[src/card_sense_pkg.sv]
// constants shared by the socket status sense logic
package card_sense_pkg;
	localparam int          SYNC_STAGES   = 2;
	localparam logic [1:0]  PINS_RESET    = 2'h3; // pins idle high (pulled up)
	localparam logic [1:0]  BATT_GOOD     = 2'h0;
	localparam logic [1:0]  BATT_WEAK     = 2'h1;
	localparam logic [1:0]  BATT_DEAD     = 2'h2;
	localparam logic [3:0]  STATUS_RESET  = 4'h0;
	localparam logic        FLAG_RESET    = 1'h0; // single-bit flags clear after reset
	localparam int          EV_BATT_DEAD  = 0;
	localparam int          EV_BATT_WEAK  = 1;
	localparam int          EV_DETECT     = 2;
	localparam int          EV_STSC       = 3;

	typedef enum logic [1:0] {
		MODE_MEMORY = 2'h1,
		MODE_IO     = 2'h2
	} card_mode_e;
endpackage : card_sense_pkg

[src/card_socket_status_sense.sv]
// socket status pin sensing: card detect, battery decode, status change and ring
`timescale 1ns/1ps

// Notes on behaviour
// RULE_01: memory card: both battery pins high good, second low weak, first low dead.
// RULE_02: per-condition enables raise interrupt; changes latched in sticky change bits.
// RULE_03: io card: first battery pin low is card status change, forwarded as alert.
// RULE_04: modem card: first battery pin low signals ring, reported as ring indication.
// RULE_05: card present only when both card sense pins read low.
// RULE_06: live levels of sense and battery pins readable as interface status.
// RULE_07: every status pin passes two flip-flops before any decode or edge logic.
module card_socket_status_sense
	import card_sense_pkg::*;
(
	// clock and reset
	input  wire logic       sys_clk,
	input  wire logic       rst_n,
	// card pins
	input  wire logic       card_sense_one,
	input  wire logic       card_sense_two,
	input  wire logic       battery_detect_one,
	input  wire logic       battery_detect_two,
	// software control
	input  wire logic       io_card_mode,
	input  wire logic [3:0] change_enable,
	input  wire logic [3:0] change_clear,
	// software-visible status
	output logic      [3:0] iface_status,
	output logic            card_present,
	output logic      [1:0] battery_state,
	output logic      [3:0] change_status,
	output logic            change_irq,
	output logic            system_alert,
	output logic            ring_indicate
);

	logic [3:0] meta_q, meta_d;
	logic [3:0] sync_q, sync_d;
	logic [3:0] prev_q, prev_d;
	logic [3:0] status_q, status_d;
	logic       present_q, present_d;
	logic [1:0] batt_q, batt_d;
	logic       irq_q, irq_d;
	logic       alert_q, alert_d;
	logic       ring_q, ring_d;
	logic [3:0] cond;
	logic [3:0] prev_cond;
	logic [3:0] events;
	card_mode_e mode;

	// decode the battery pins of a memory card
	function automatic logic [1:0] batt_decode(input logic b1, input logic b2);
		if (!b1) begin
			batt_decode = BATT_DEAD;
		end else if (!b2) begin
			batt_decode = BATT_WEAK;
		end else begin
			batt_decode = BATT_GOOD;
		end
	endfunction : batt_decode

	// map pin levels to event conditions {card_status_change, detect, weak, dead}
	function automatic logic [3:0] conditions(input logic [3:0] p, input card_mode_e m);
		logic [1:0] b;
		b = batt_decode(p[2], p[3]);
		conditions[EV_BATT_DEAD] = (m == MODE_MEMORY) && (b == BATT_DEAD);
		conditions[EV_BATT_WEAK] = (m == MODE_MEMORY) && (b == BATT_WEAK);
		conditions[EV_DETECT]    = !p[0] && !p[1];
		conditions[EV_STSC]      = (m == MODE_IO) && !p[2];
	endfunction : conditions

	// next-state logic
	always_comb begin
		mode      = io_card_mode ? MODE_IO : MODE_MEMORY;
		meta_d    = {battery_detect_two, battery_detect_one, card_sense_two, card_sense_one};
		sync_d    = meta_q; // see RULE_07
		prev_d    = sync_q;
		cond      = conditions(sync_q, mode);
		prev_cond = conditions(prev_q, mode);
		events    = cond ^ prev_cond; // see RULE_02
		status_d  = (status_q & ~change_clear) | (events & change_enable); // set wins, see RULE_02
		irq_d     = |(status_d & change_enable); // see RULE_02
		present_d = !sync_q[0] && !sync_q[1]; // see RULE_05
		batt_d    = batt_decode(sync_q[2], sync_q[3]); // see RULE_01
		alert_d   = (mode == MODE_IO) && !sync_q[2]; // see RULE_03
		ring_d    = (mode == MODE_IO) && !sync_q[2]; // see RULE_04
	end

	// registers
	always_ff @(posedge sys_clk or negedge rst_n) begin
		if (!rst_n) begin
			meta_q    <= {PINS_RESET, PINS_RESET};
			sync_q    <= {PINS_RESET, PINS_RESET};
			prev_q    <= {PINS_RESET, PINS_RESET};
			status_q  <= STATUS_RESET;
			present_q <= FLAG_RESET;
			batt_q    <= BATT_GOOD;
			irq_q     <= FLAG_RESET;
			alert_q   <= FLAG_RESET;
			ring_q    <= FLAG_RESET;
		end else begin
			meta_q    <= meta_d;
			sync_q    <= sync_d;
			prev_q    <= prev_d;
			status_q  <= status_d;
			present_q <= present_d;
			batt_q    <= batt_d;
			irq_q     <= irq_d;
			alert_q   <= alert_d;
			ring_q    <= ring_d;
		end
	end

	// outputs straight from flip-flops
	assign iface_status  = prev_q; // see RULE_06
	assign card_present  = present_q;
	assign battery_state = batt_q;
	assign change_status = status_q;
	assign change_irq    = irq_q;
	assign system_alert  = alert_q;
	assign ring_indicate = ring_q;
endmodule : card_socket_status_sense

[config.mk]
export PLATFORM = sky130hd
export DESIGN_NAME = card_socket_status_sense
export DESIGN_NICKNAME = d
export VERILOG_FILES = /design/src/card_sense_pkg.sv /design/src/card_socket_status_sense.sv
export SDC_FILE = /design/constraint.sdc
export NUM_CORES = 1
export LEC_CHECK = 0
export BUFFER_PORTS_ARGS = -buffer_cell sky130_fd_sc_hd__buf_4
export CAP_MARGIN = 20
export CORE_MARGIN = 2
export CORE_UTILIZATION = 48
export CTS_CLUSTER_DIAMETER = 60
export CTS_CLUSTER_SIZE = 24
export DETAILED_ROUTE_END_ITERATION = 6
export PLACE_DENSITY = 0.78
export SYNTH_ARGS = -nofsm -noshare
export SYNTH_HDL_FRONTEND = slang
export SYNTH_SLANG_ARGS = --single-unit
export TNS_END_PERCENT = 50
[constraint.sdc]
create_clock -name sys_clk -period 2.9 [get_ports sys_clk]
set_input_delay 0.58 -clock sys_clk [delete_from_list [all_inputs] [get_ports sys_clk]]
set_output_delay 0.58 -clock sys_clk [all_outputs]
set_load 0.01 [all_outputs]
[Yosys cells after proc, flatten, opt, wreduce, memory -nomap -nowiden]
Index checks and enable logic that the tools add are counted.
Operators by class
  multiplexer cells: 5
  bitwise operators: 6
  reductions and logical operators: 15
  equality and inequality tests: 6
Operators with widths (count)
  $and A4 B4 Y4: 3
  $logic_and A1 B1 Y1: 8
  $eq A2 B1 Y1 const B: 3
  $eq A2 B2 Y1 const B: 3
  $logic_not A1 Y1: 6
  $mux W2: 3
  $not A4 Y4: 1
  $or A4 B4 Y4: 1
  $reduce_or A4 Y1: 1
  $xor A4 B4 Y4: 1
  $mux W1: 2
Storage, ports and cells
  output and inout port bits: 14
  flip-flop bits (word level): 21
  input bits: 15
  word-level logic and storage cells: 40

[Longest topological paths before layout]
  depth in word-level cells: 9
  depth in mapped cells: 4
  mapped depth without buffers: 4

[Least setup slack after synthesis]
Ideal clock, no wire load.
  path type: register to register
  start point: register prev_q[3], in the netlist iface_status[3]
  end point: register status_q[1], in the netlist change_status[1]
  arrival time: 1.276 ns
  setup slack: 1.542 ns
  cell stages (with the launch flop): 5
  path buffers: 0
  data required time: 2.817 ns
  setup time: 0.083 ns
  period minus slack after synthesis: 1.358 ns
  path through: dfstp_2 and2b_2 xnor2_1 or3b_1 o21ai_0
On the way
  cells in the longest elaborated chain, start to end: 7
RTL lines
  from (decl): line card_socket_status_sense.sv:39  | logic [3:0] prev_q, prev_d;
  from (signal assigned): line card_socket_status_sense.sv:94  | prev_q <= {PINS_RESET, PINS_RESET};
  from (signal assigned): line card_socket_status_sense.sv:104  | prev_q <= prev_d;
  $mux W1: line card_socket_status_sense.sv:55  | end else if (!b2) begin
  $mux W2: line card_socket_status_sense.sv:53  | if (!b1) begin
  $eq A2 B1 Y1: line card_socket_status_sense.sv:67  | conditions[EV_BATT_WEAK] = (m == MODE_MEMORY) && (b == BATT_WEAK);
  $logic_and A1 B1 Y1: line card_socket_status_sense.sv:67
  $xor A4 B4 Y4: line card_socket_status_sense.sv:80  | events = cond ^ prev_cond;
  $and A4 B4 Y4: line card_socket_status_sense.sv:81  | status_d = (status_q & ~change_clear) | (events & change_enable);
  $or A4 B4 Y4: line card_socket_status_sense.sv:81
  named net status_d[1]: line card_socket_status_sense.sv:40  | logic [3:0] status_q, status_d;
  to (signal assigned): line card_socket_status_sense.sv:105  | status_q <= status_d;
  to (decl): line card_socket_status_sense.sv:40
The timed path passes the listed nets, and every way through them passes these cells.

[Final worst setup path]
  start point: register prev_q[2], in the netlist iface_status[2]
  end point: output iface_status[2]
RTL lines
  to (decl): line card_socket_status_sense.sv:28  | output logic [3:0] iface_status,
No word-level cell between the ends.

==> flow_metrics.tcl <==
set metrics [dict create \
    outcome "completed" \
    dp_hpwl_um 879.2 \
    syn_nets 65 \
    maxSlewHeadroom_pct 81.65 \
    gp_congestion 0.7014 \
    crit_path_max_incr_delay_ps 560 \
    fmax_mhz 643.3 \
    worst_path_max_delay_cell "dfstp_2" \
    clkSinkCount 21 \
    crit_fanout 3 \
    ys_seq_elements 21 \
    grt_pass1_vias 465 \
    avgRoutedWirePerCell_um 12.18 \
    instances_no_fill 96 \
    arrival_ps 970 \
    cp_cell_sequence "buf_4" \
    r2r_cells 4 \
    io_buffers 28 \
    drt-initial-drc-count 6 \
    cts_resized 0 \
    hold_violations 0 \
    ys_warn_count 0 \
    core_area_um2 1350 \
    cts_buffers 3 \
    cts_root_buf "clkbuf_4" \
    path_buf_inv 1 \
    postCtsHoldBufs 0 \
    grt_pass1_wl_um 2001 \
    synth.distinct_cells 18 \
    ys_seq_area_share_pct 75.79 \
    start_kind "flop" \
    rows 13 \
    final_cell_mix "28 x buf_4, 12 x dfstp_2, 9 x dfrtp_1" \
    totalNegativeSetupSlack_ps 0 \
    drv_cap 0 \
    slew_violations 0 \
    drive_gt1_share_pct 56.79 \
    die_x_um 42.55 \
    syn2layout_area_growth_pct 35.26 \
    r2r_start "prev_d[3]" \
    skew_ps 5.188 \
    ff2ff_setup_slack_ps 1490 \
    antenna_found_initial 0 \
    worstSetupPathType "reg2out" \
    p_leak_nw 0.4741 \
    die_y_um 42.55 \
    cp_data_required_time_ps 2320 \
    worst_slew_pin_slew_ps 273.3 \
    finalNetCount 97 \
    syn_area_per_cell_um2 14.26 \
    ant_nets 0 \
    first_pass_iters 3 \
    dieArea_um2 1810 \
    finalCritPeriodShare_pct 53.60 \
    cts_max_level 1 \
    ir_worst_vdd_v 0.0004468 \
    cts_setup_buffers 0 \
    cp_top_family "flip-flops" \
    grt_use_total_pct 15.55 \
    start_util_pct 52.83 \
    reg2reg_to "change_status[1]" \
    path_clk_slew_ps 120 \
    vias 444 \
    grt_max_degree 22 \
    synthCells 50 \
    setup_viol 0 \
    io-pin-count 29 \
    fin_crit_ps 1554 \
    dpl.cell_count 92 \
    drt-total-wl_um 1169 \
    fill_cells 102 \
    route.detailed.drc 0 \
    cts_buffer_depth 2 \
    hp-class "in2async" \
    vias_per_cell 4.625 \
    globalRouteOverflowTotal 0 \
    clkLatencyLatePin_ps 300 \
    synth_area_um2 713.2 \
    final_common_cell "buf_4" \
    p_per_area_nw_per_um2 559.6 \
    rsz0062_at_grt "no" \
    worstSetupEndpointType "output pin" \
    num_antenna_cells 0 \
    cts_tree "built" \
]
==> flip-flops by register name, summed over array words and instances, names as in the netlist <==
register and count:
ring_indicate 1, iface_status 4, change_irq 1, prev_d 4, change_status 4, meta_q 4
battery_state 2, card_present 1
==> synth_stat cells, drive strengths merged <==
master	instances	share of area, %
nand4	1	0.88
nor2b	1	0.88
o31ai	1	1.1
and2b	2	2.5
or3b	1	1.2
dfrtp	9	32
inv	4	2.1
o21ai	4	2.8
nor2	4	2.1
a22oi	1	1.1
nand2	2	1.1
nand3b	1	1.1
buf	1	1.1
xnor2	2	2.5
xor2	1	1.2
dfstp	12	44
nand2b	2	1.8
a21o	1	1.1
==> routing by layer <==
layer / up-vias / share of wire (%) / GRT usage [%]
met3: 2 / 10 / 5.172
met2: 21 / 46 / 24.62
met1: 199 / 43 / 18.13
met5: - / 0 / 0
met4: 0 / 0.86 / 9.375
li1: 222 / - / -
==> cell type report <==
class	instances	area (um2)	area share, %
Clock buffer	3	22.52	2.335
Clock inverter	1	7.507	0.7782
Inverter	4	15.01	1.556
Multi-Input combinational cell	24	150.1	15.56
Sequential cell	21	540.5	56.03
Tap cell	15	18.77	1.946
Timing Repair Buffer	28	210.2	21.79
==> per-stage QoR <==
| stage | hold slack (ps) | instance area, um2 | setup WS [ps] | utilization [%] | total power, mW |
|---|---|---|---|---|---|
| after floorplan | 284.4 | 713.2 | 1542 | - | 0.3600 |
| after global placement | 345.9 | 934.6 | 1554 | 69.23 | 0.4038 |
| after detailed placement | 349.1 | 934.6 | 1518 | 69.23 | 0.4073 |
| after CTS | 124.3 | 964.7 | 1330 | 71.46 | 0.5497 |
| after global routing | 119.8 | 964.7 | 1303 | 71.46 | 0.5696 |
| final | 130.6 | 964.7 | 1346 | 71.46 | 0.5399 |
==> cells by family after synthesis <==
kind of cell	synth area share, %
buffers and inverters	3.158
AOI/OAI and AO/OA	5.966
and+or+nand+nor	11.41
DFF	75.79
xor gates and xnor gates	3.685
==> power breakdown <==
group	switching (mW)	leakage, nW	internal, mW
Clock	0.0867	0.0139	0.0525
Combinational	0.0319	0.220	0.0406
Sequential	0.00943	0.240	0.319
==> worst max path at each step <==
stage	startpoint	to	slack, ps	cells past startpoint
finish	iface_status[2]	iface_status[2]	1350	1
global route	iface_status[1]	iface_status[1]	1300	1
CTS	iface_status[2]	iface_status[2]	1330	1
detailed placement	prev_d[3]	change_status[1]	1520	4
global placement	prev_d[3]	change_status[1]	1550	4
floorplan	iface_status[3]	change_status[1]	1540	4
Power figures use the tool's default switching activity.
